===== src/pcscsu_params.svh =====
// constants for the pcs configuration upper bank: offsets, fields, reset values, timing
`ifndef PCSCSU_PARAMS_SVH
`define PCSCSU_PARAMS_SVH

// ----------------------------------------------------------------
// register placement
// ----------------------------------------------------------------
`define PCSCSU_ADDR_W          12
`define PCSCSU_REG_INDEX       12'h016
`define PCSCSU_REG_ADDR        (`PCSCSU_REG_INDEX << 2)
`define PCSCSU_FIELD_LSB       6
`define PCSCSU_FIELD_W         10
`define PCSCSU_LOW_W           6
`define PCSCSU_HIGH_W          16

// ----------------------------------------------------------------
// field positions inside the 16-bit register
// ----------------------------------------------------------------
`define PCSCSU_BIT_XOVER       15
`define PCSCSU_BIT_FREE_CLK    11
`define PCSCSU_BIT_QUIET       10
`define PCSCSU_BIT_SD_FORCE    9
`define PCSCSU_BIT_SD_HOLD     8
`define PCSCSU_BIT_DESC_LONG   7
`define PCSCSU_BIT_FIBER       6

// ----------------------------------------------------------------
// reset value of bits 15:6, fiber bit added from the strap later
// ----------------------------------------------------------------
`define PCSCSU_CFG_RESET       10'h004

// ----------------------------------------------------------------
// timing
// ----------------------------------------------------------------
`define PCSCSU_CLK_PERIOD_NS   40
`define PCSCSU_DESC_SHORT_NS   722000
`define PCSCSU_DESC_LONG_NS    2000000
`define PCSCSU_XOVER_NS        1000000
`define PCSCSU_DESC_SHORT_CYC  (`PCSCSU_DESC_SHORT_NS / `PCSCSU_CLK_PERIOD_NS)
`define PCSCSU_DESC_LONG_CYC   (`PCSCSU_DESC_LONG_NS / `PCSCSU_CLK_PERIOD_NS)
`define PCSCSU_XOVER_CYC       (`PCSCSU_XOVER_NS / `PCSCSU_CLK_PERIOD_NS)
`define PCSCSU_CNT_W           16
`define PCSCSU_STRAP_SETTLE    2'h3

`endif


===== src/pcscsu_pkg.sv =====
// types shared by the pcs configuration upper bank
package pcscsu_pkg;

    // ----------------------------------------------------------------
    // bits 15:6 of the register, msb first
    // ----------------------------------------------------------------
    typedef struct packed {
        logic       xover;
        logic [2:0] reserved;
        logic       free_clk;
        logic       quiet_transmit_en;
        logic       signal_detect_force;
        logic       signal_detect_link_hold;
        logic       descrambler_timeout_sel;
        logic       fiber_mode_en;
    } pcscsu_cfg_s;

    // ----------------------------------------------------------------
    // raw receive-side status from the pma and descrambler, plus the fiber strap
    // ----------------------------------------------------------------
    typedef struct packed {
        logic signal_valid;
        logic descrambler_lock;
        logic idle_toggle;
        logic fiber_strap;
    } pcscsu_line_s;

    typedef enum logic [1:0] {
        PCSCSU_LINK_DOWN = 2'b01,
        PCSCSU_LINK_UP   = 2'b10
    } pcscsu_link_e;

endpackage : pcscsu_pkg


===== src/pcscsu_sync.sv =====
// three-stage synchroniser with agreement filter, one per bit
module pcscsu_sync #(
    parameter int unsigned WIDTH = 4
) (
    input  wire logic             pclk,
    input  wire logic             presetn,
    input  wire logic [WIDTH-1:0] din,
    output logic      [WIDTH-1:0] dout
);

    // ----------------------------------------------------------------
    // per-bit chain
    // ----------------------------------------------------------------
    // stage one feeds stage two only; the filter looks at stages two and three
    for (genvar i = 0; i < WIDTH; i++) begin : g_bit
        logic s1;
        logic s2;
        logic s3;
        always_ff @(posedge pclk or negedge presetn) begin
            if (!presetn) begin
                s1      <= 1'b0;
                s2      <= 1'b0;
                s3      <= 1'b0;
                dout[i] <= 1'b0;
            end else begin
                s1 <= din[i];
                s2 <= s1;
                s3 <= s2;
                if (s2 == s3) begin
                    dout[i] <= s3;
                end
            end
        end
    end

endmodule : pcscsu_sync


===== src/pcscsu_top.sv =====
// pcs configuration bank, bits 15:6, with apb access and the link logic it steers
`include "pcscsu_params.svh"
module pcscsu_top
    import pcscsu_pkg::*;
#(
    parameter int unsigned DESC_SHORT_CYCLES = `PCSCSU_DESC_SHORT_CYC,
    parameter int unsigned DESC_LONG_CYCLES  = `PCSCSU_DESC_LONG_CYC,
    parameter int unsigned XOVER_CYCLES      = `PCSCSU_XOVER_CYC
) (
    input  wire logic                       pclk,
    input  wire logic                       presetn,
    input  wire logic                       psel,
    input  wire logic                       penable,
    input  wire logic                       pwrite,
    input  wire logic [`PCSCSU_ADDR_W-1:0]  paddr,
    input  wire logic [31:0]                pwdata,
    output logic      [31:0]                prdata,
    output logic                            pready,
    output logic                            pslverr,
    input  wire pcscsu_pkg::pcscsu_line_s   line_in,
    input  wire logic                       autoneg_en,
    input  wire logic                       auto_pair_swap_en,
    output logic                            mdix_sel,
    output logic                            rx_clk_free_run,
    output logic                            quiet_transmit,
    output logic                            signal_detect,
    output logic                            link_up,
    output logic                            descrambler_timeout,
    output logic                            fiber_mode
);
    import pcscsu_pkg::*;

    // ----------------------------------------------------------------
    // synchronised line status
    // ----------------------------------------------------------------
    pcscsu_line_s line_s;

    pcscsu_sync #(
        .WIDTH ($bits(pcscsu_line_s))
    ) u_sync (
        .pclk    (pclk),
        .presetn (presetn),
        .din     (line_in),
        .dout    (line_s)
    );

    // ----------------------------------------------------------------
    // strap capture: the bus waits until the strap has settled
    // ----------------------------------------------------------------
    logic [1:0] settle_cnt;
    logic       strap_arm;
    logic       strap_done;

    wire settle_last = (settle_cnt == `PCSCSU_STRAP_SETTLE);

    // the synchroniser only carries the strap from the fourth edge on, so the load waits one edge more
    always_ff @(posedge pclk or negedge presetn) begin
        if (!presetn) begin
            settle_cnt <= 2'h0;
            strap_arm  <= 1'b0;
            strap_done <= 1'b0;
        end else if (!strap_done) begin
            settle_cnt <= settle_cnt + 2'h1;
            strap_arm  <= strap_arm || settle_last;
            strap_done <= strap_arm;
        end
    end

    // ----------------------------------------------------------------
    // apb decode
    // ----------------------------------------------------------------
    pcscsu_cfg_s cfg;
    pcscsu_cfg_s next_cfg;

    wire hit      = (paddr == `PCSCSU_REG_ADDR);
    wire access   = psel && penable && pready;
    wire wr_hit   = access && pwrite && hit;
    wire [15:0] rd_word  = {next_cfg, {`PCSCSU_LOW_W{1'b0}}};

    assign pready  = strap_done;
    assign pslverr = psel && penable && !hit;

    always_comb begin
        next_cfg = cfg;
        if (wr_hit) begin
            next_cfg = pwdata[`PCSCSU_HIGH_W-1:`PCSCSU_FIELD_LSB];
        end
        if (strap_arm && !strap_done) begin
            next_cfg.fiber_mode_en = line_s.fiber_strap;
        end
    end

    always_ff @(posedge pclk or negedge presetn) begin
        if (!presetn) begin
            cfg <= `PCSCSU_CFG_RESET;
        end else begin
            cfg <= next_cfg;
        end
    end

    always_ff @(posedge pclk or negedge presetn) begin
        if (!presetn) begin
            prdata <= 32'h0000_0000;
        end else if (psel && (!penable || !pready)) begin
            // reloaded while waiting, so a read that spans the strap load returns the loaded bit
            prdata <= (hit && !pwrite) ? {16'h0000, rd_word} : 32'h0000_0000;
        end
    end

    // ----------------------------------------------------------------
    // static controls and signal detect
    // ----------------------------------------------------------------
    assign rx_clk_free_run = cfg.free_clk;
    assign quiet_transmit  = cfg.quiet_transmit_en;
    assign fiber_mode      = cfg.fiber_mode_en;
    assign signal_detect   = cfg.signal_detect_force || line_s.signal_valid;

    // ----------------------------------------------------------------
    // link state
    // ----------------------------------------------------------------
    pcscsu_link_e link_state;
    pcscsu_link_e next_link_state;

    wire lock     = line_s.descrambler_lock;
    wire lose_up  = !signal_detect || (!cfg.signal_detect_link_hold && !lock);

    always_comb begin
        case (link_state)
            PCSCSU_LINK_DOWN: begin
                next_link_state = (signal_detect && lock) ? PCSCSU_LINK_UP : PCSCSU_LINK_DOWN;
            end
            PCSCSU_LINK_UP: begin
                next_link_state = lose_up ? PCSCSU_LINK_DOWN : PCSCSU_LINK_UP;
            end
            default: begin
                next_link_state = PCSCSU_LINK_DOWN;
            end
        endcase
    end

    always_ff @(posedge pclk or negedge presetn) begin
        if (!presetn) begin
            link_state <= PCSCSU_LINK_DOWN;
        end else begin
            link_state <= next_link_state;
        end
    end

    assign link_up = (link_state == PCSCSU_LINK_UP);

    // ----------------------------------------------------------------
    // descrambler timeout
    // ----------------------------------------------------------------
    // idle arrives as a toggle so no event is lost across the crossing
    localparam logic [`PCSCSU_CNT_W-1:0] DESC_SHORT_L = `PCSCSU_CNT_W'(DESC_SHORT_CYCLES - 1);
    localparam logic [`PCSCSU_CNT_W-1:0] DESC_LONG_L  = `PCSCSU_CNT_W'(DESC_LONG_CYCLES - 1);

    logic                     idle_last;
    logic [`PCSCSU_CNT_W-1:0] desc_cnt;

    wire idle_evt  = (line_s.idle_toggle != idle_last);
    wire [`PCSCSU_CNT_W-1:0] desc_limit = cfg.descrambler_timeout_sel ? DESC_LONG_L : DESC_SHORT_L;
    wire desc_expire = lock && !idle_evt && (desc_cnt >= desc_limit);

    always_ff @(posedge pclk or negedge presetn) begin
        if (!presetn) begin
            idle_last           <= 1'b0;
            desc_cnt            <= '0;
            descrambler_timeout <= 1'b0;
        end else begin
            idle_last           <= line_s.idle_toggle;
            descrambler_timeout <= desc_expire;
            if (!lock || idle_evt || desc_expire) begin
                desc_cnt <= '0;
            end else begin
                desc_cnt <= desc_cnt + `PCSCSU_CNT_W'(1);
            end
        end
    end

    // ----------------------------------------------------------------
    // forced-mode crossover
    // ----------------------------------------------------------------
    // software must keep autoneg and pair swap off; we also refuse to hunt if it does not
    localparam logic [`PCSCSU_CNT_W-1:0] XOVER_L = `PCSCSU_CNT_W'(XOVER_CYCLES - 1);

    logic [`PCSCSU_CNT_W-1:0] xover_cnt;

    wire xover_active = cfg.xover && !autoneg_en && !auto_pair_swap_en && !link_up;
    wire xover_step   = xover_active && (xover_cnt == XOVER_L);

    always_ff @(posedge pclk or negedge presetn) begin
        if (!presetn) begin
            xover_cnt <= '0;
            mdix_sel  <= 1'b0;
        end else begin
            xover_cnt <= (!xover_active || xover_step) ? '0 : xover_cnt + `PCSCSU_CNT_W'(1);
            if (!cfg.xover) begin
                mdix_sel <= 1'b0;
            end else if (xover_step) begin
                mdix_sel <= !mdix_sel;
            end
        end
    end
endmodule : pcscsu_top


===== config.mk =====
export PLATFORM = sky130hd
export DESIGN_NAME = pcscsu_top
export DESIGN_NICKNAME = d
export VERILOG_FILES = /design/src/pcscsu_pkg.sv /design/src/pcscsu_sync.sv /design/src/pcscsu_top.sv
export VERILOG_INCLUDE_DIRS = /design/src
export SDC_FILE = /design/constraint.sdc
export NUM_CORES = 1
export LEC_CHECK = 0
export BUFFER_PORTS_ARGS = -buffer_cell sky130_fd_sc_hd__buf_2
export CAP_MARGIN = 40
export CORE_AREA = 2 2 91 93
export DETAILED_ROUTE_END_ITERATION = 12
export DIE_AREA = 0 0 93 95
export GPL_ROUTABILITY_DRIVEN = 0
export GPL_TIMING_DRIVEN = 0
export PLACE_DENSITY = 0.86
export SKIP_CTS_REPAIR_TIMING = 1
export SLEW_MARGIN = 20
export SYNTH_ARGS = -nofsm -noshare
export SYNTH_HDL_FRONTEND = slang
export SYNTH_SLANG_ARGS = --single-unit

===== constraint.sdc =====
create_clock -name pclk -period 2.1 [get_ports pclk]
set_clock_uncertainty 0.05 [all_clocks]
set_input_delay 0.105 -clock pclk [delete_from_list [all_inputs] [get_ports pclk]]
set_output_delay 0.105 -clock pclk [all_outputs]
set_load 0.01 [all_outputs]

Word-level counts from Yosys, hierarchy flattened. Index checks and enable logic that the tools add are counted.

$add $sub $neg: 3. Magnitude comparators: 1. Equality and inequality tests: 11. Multiplexer cells: 12. Reductions and logical operators: 36.

Operators by type and width (count): $mux 16 (4); $add 16x1->16 const B (2); $eq 16x15->1 const B (1); $ge 16x16->1 (1); $logic_and 1x1->1 (16); $logic_not 1->1 (13); $eq 12x7->1 const B (1); $mux 10 (1); $logic_or 1x1->1 (7); $eq 1x1->1 (4); $eq 2x2->1 const B (2); $mux 1 (4); $mux 2 (2); $pmux 2 s2 (1); $add 2x1->2 const B (1); $eq 2x1->1 const B (1); $ne 2x1->1 const B (1); $ne 1x1->1 (1).

Register bits: 99. Bits of input ports: 55. Output and inout bits: 41. Word-level logic and storage cells: 97.

Depth between registers and ports, before layout.
Depth in word-level cells: 7. Gate-level depth with buffers: 8. Mapped depth without buffers: 6.

Cells and area by module. Synthesis repeated with hierarchy kept, for this count alone.

Cells, all modules: 317. Area, all modules: 3574.7 µm².

By module, submodules not included: pcscsu_top (times used 1, cells each 297, area each 3129.3 µm², sequential area each 1529.0 µm²); pcscsu_sync (times used 1, cells each 20, area each 445.4 µm², sequential area each 400.4 µm²).

Worst setup path after synthesis. Ideal clock, no wire load.

Kind: register -> register. Start: reg cfg[1] (netlist name). End: reg desc_cnt[10]. Setup time: 0.086 ns. Arrival: 1.990 ns. Required time: 1.964 ns. Slack: -0.026 ns. Cell stages (with the launch flop): 9. Path buffers: 2. Clock period less this slack: 2.126 ns. Cells stage by stage: dfrtp_1 inv_1 ha_1 a2111oi_0 nor2_1 o211a_1 clkbuf_1 clkbuf_1 nor3_1.

Cells in the longest elaborated chain, start to end: 5.

RTL lines: start, declared (line pcscsu_top.sv:72) `pcscsu_cfg_s cfg;`; start signal, assigned (line pcscsu_top.sv:95) `` cfg <= `PCSCSU_CFG_RESET; ``; start signal, assigned (line pcscsu_top.sv:97) `cfg <= next_cfg;`; $mux 16 (line pcscsu_top.sv:162) `` wire [`PCSCSU_CNT_W-1:0] desc_limit = cfg.descrambler_timeout_sel ? DESC_LONG_L : DESC_SHORT_L; ``; $ge 16x16->1 (line pcscsu_top.sv:163) `wire desc_expire = lock && !idle_evt && (desc_cnt >= desc_limit);`; $logic_and 1x1->1 (line pcscsu_top.sv:163); $logic_or 1x1->1 (line pcscsu_top.sv:173) `if (!lock || idle_evt || desc_expire) begin`; $mux 16 (line pcscsu_top.sv:173); end signal, assigned (line pcscsu_top.sv:176) `` desc_cnt <= desc_cnt + `PCSCSU_CNT_W'(1); ``; end, declared (line pcscsu_top.sv:159) `` logic [`PCSCSU_CNT_W-1:0] desc_cnt; ``.

No other way between the ends. A chain may end at the register's enable or synchronous reset.

Worst setup path in the final report. Ends and elaborated chain as after synthesis.

==> results.cfg <==
[global_routing]
use_met1_pct = 21.0
grt_first_pass_wirelength_mm = 11.9
grt-busiest-layer = met2
grtUsageMet3_pct = 4.15
grtUsageTotal_pct = 17.2
antenna_found_initial = 0
grt_use_met2_pct = 29.5
grt_pass1_vias = 2542
grt_overflow = 0
grt_max_degree = 45

[critical_path]
endpoint_kind = register
cp_max_fo = 10
startpoint_type = register
slowest_stage = dfrtp_2
crit_path_cell_trace = inv_4 > ha_1 > a2111oi_4 > nor2_1 > o211a_4 > buf_4 > nor3_1
crit_path_max_incr_delay_ps = 440
worstPathArrival_ps = 2260
path_class = reg -> reg
reg2reg_from = cfg[1]
critPathTopFamily = compound AO/OA/AOI/OAI gates
crit_required_ps = 2310
crit_buf_inv = 2
crit_path_start = cfg[1]

[layout]
n_antenna_cell = 0
area_delta_synth_final_pct = 26.1
final_nets = 480
layout-drive-gt1-share_pct = 30.2

[timing]
final_hold_viol_count = 0
worstMarginPinSlew_ps = 739
slew_headroom_pct = 50.5
setup_viol = 0
worst_slack_ps = 46.6
setup-tns-final_ps = 0
maxSlewViolCount = 0
max_freq_mhz = 487
hold_slack_ps = 80.7
fin_crit_sh_pct = 97.8
fin_crit_ps = 2050

[detailed_routing]
firstDrtPassIters = 4
drtIter0Drc = 188
routed_wirelength_mm = 7.85
ant_nets = 0
wire_per_inst_um = 15.0
vias = 2741
viasPerCell = 5.25
drc = 0

[placed_design]
io_buffers = 51
place.detailed.hpwl_mm = 5.21
pre_cts_ws_ps = -299

[synthesis]
syn_avg_cell_area_um2 = 11.4
synth_top_family_by_area = simple AND/OR/NAND/NOR gates
synth.top_cell.area_share_pct = 51.9
yosys.area_share.simple_pct = 15.6
synth_xor_xnor_area_share_pct = 5.33
yosys_register_bits = 77
synth_compound_area_share_pct = 9.03
async_reset_ff_share_pct = 100
ys_seq_area_share_pct = 53.4
yosys_warnings = 0
synth_cells = 317
synth_adder_area_share_pct = 5.61
yosys_most_used_dff = dfrtp_1
synth_edf_count = 0
synth_cell_types = 43
synth_area_leader_cell = dfrtp_1
yosys-mux-area-fraction_pct = 4.05
synth.area.top_cells = dfrtp_1 52%, buf_4 4.6%, ha_1 4.5%
netlist_area_um2 = 3620

[power]
power_leakage_uw = 0.00215
vdd_ir_drop_max_mv = 0.739
p_total_uw = 3120
pwr_density_cell_nw_per_um2 = 684

[floorplan]
design.core.area_um2 = 7930
io_pins = 96
start_util_pct = 45.6
dieArea_um2 = 8840
die-height_um = 95
die_x_um = 93
rows = 33

[worst_hold_path]
hold_path.class = in -> reg
hp-start = pwdata[6]

[cts]
cts_buffers = 9
cts_sinks = 77
cts.path.max_buffers = 2
clkLatencyLatePin_ps = 350
clkTransAtPathRegs_ps = 90
htreeDepth = 3
cts_root_buffer = clkbuf_8
cts_tree = built

[job]
cap_violations = 0

[outcome]
outcome = complete, no violations
state kept, by name, indices dropped and copies added (netlist names), 2 cells and up:
register and flops:
desc_cnt 16, xover_cnt 16, prdata 10, cfg 7, u_sync.dout 4, u_sync.g_bit.s1 4, u_sync.g_bit.s2 4, u_sync.g_bit.s3 4
link_state 2, settle_cnt 2
per-layer routing:
layer / vias to the layer above / wire length [um]
met2: 75 / 4210
met4: 0 / 136
met3: 12 / 318
met1: 1360 / 3190
li1: 1294 / -
met5: - / 0
layout by cell type (no fill, tap or decap), types with 4 or more instances in the layout:
| cell type | netlist | final |
|---|---|---|
| xor2_1 | 17 | 17 |
| nand3_1 | 13 | 12 |
| clkbuf_8 | 0 | 9 |
| xnor2_1 | 5 | 5 |
| nand2_1 | 13 | 13 |
| nor2_1 | 18 | 18 |
| maj3_1 | 4 | 4 |
| o31ai_1 | 4 | 4 |
| buf_2 | 0 | 50 |
| dfrtp_1 | 75 | 74 |
| buf_4 | 22 | 25 |
| a21oi_1 | 9 | 9 |
| dlygate4sd3_1 | 0 | 14 |
| clkbuf_1 | 12 | 5 |
| a211oi_1 | 5 | 5 |
| a32o_1 | 9 | 9 |
| conb_1 | 1 | 22 |
| or3_1 | 7 | 6 |
| ha_1 | 13 | 12 |
| o21ai_0 | 9 | 9 |
| nand4_1 | 12 | 12 |
| and3_1 | 6 | 6 |
| inv_1 | 8 | 7 |
| mux2_4 | 9 | 9 |
| nor3_1 | 13 | 10 |
final cells by class:
cell class / instances / area [um2]
Buffer: 31 / 218
Clock buffer: 9 / 124
Clock inverter: 7 / 105
Fill cell: 629 / 3370
Inverter: 8 / 32.5
Multi-Input combinational cell: 218 / 1590
Sequential cell: 77 / 1930
Tap cell: 105 / 131
Timing Repair Buffer: 67 / 425
power breakdown:
group	switching (uW)	leakage [uW]	total, uW	internal, uW
logic	147	0.00103	283	136
registers	29.5	0.00101	1560	1530
clock network	588	0.000112	1280	688
total	764	0.00215	3120	2350
cells in the mapped netlist, types with 2 or more instances:
| cell type | number |
|---|---|
| or2_2 | 2 |
| buf_4 | 22 |
| nor4_1 | 3 |
| o21ai_0 | 9 |
| dfrtp_1 | 75 |
| o211a_1 | 2 |
| and4_1 | 3 |
| nor2_1 | 18 |
| o31ai_1 | 4 |
| and3_1 | 6 |
| nor3_1 | 13 |
| mux2_4 | 9 |
| and2_1 | 2 |
| a32o_1 | 9 |
| maj3_1 | 4 |
| nand3_1 | 13 |
| dfstp_2 | 2 |
| or4_4 | 2 |
| nand4_1 | 12 |
| nand2_1 | 13 |
| inv_1 | 8 |
| xor2_1 | 17 |
| or3_1 | 7 |
| a21oi_1 | 9 |
| or4_1 | 3 |
| xnor2_1 | 5 |
| a211oi_1 | 5 |
| or4b_1 | 2 |
| ha_1 | 13 |
| clkbuf_1 | 12 |
final timing paths:
kind / end / slack, ps / cells after the start
min: fiber_mode / 80 / 4
max: desc_cnt[10] / 50 / 7
max reg2reg: desc_cnt[10] / 50 / 7
max in group asynchronous: cfg[2] / 1180 / 3
min in group asynchronous: u_sync.dout[1] / 190 / 2
min reg2reg: u_sync.g_bit[0].s2 / 300 / 0
worst register-to-register path, stage by stage (launching register included):
cell and delay (ps):
dfrtp_2 440, inv_4 80, ha_1 240, a2111oi_4 350, nor2_1 100, o211a_4 300, buf_4 190, nor3_1 210
cells by family after synthesis:
group | after synthesis
other | 1
muxes | 10
xor gates and xnor gates | 22
DFF | 77
buffers and inverters | 43
AOI/OAI and AO/OA | 45
and+or+nand+nor | 102
adders and majority gates | 17
metrics by stage:
stage	instance area (um2)	utilization (%)	instances
2_1_floorplan	3700	-	338
3_3_place_gp	4080	51.5	494
3_5_place_dp	4110	51.8	495
4_1_cts	4330	54.7	511
5_1_grt	4560	57.5	522
6_report	4560	57.5	522
Power figures use the tool's default switching activity.
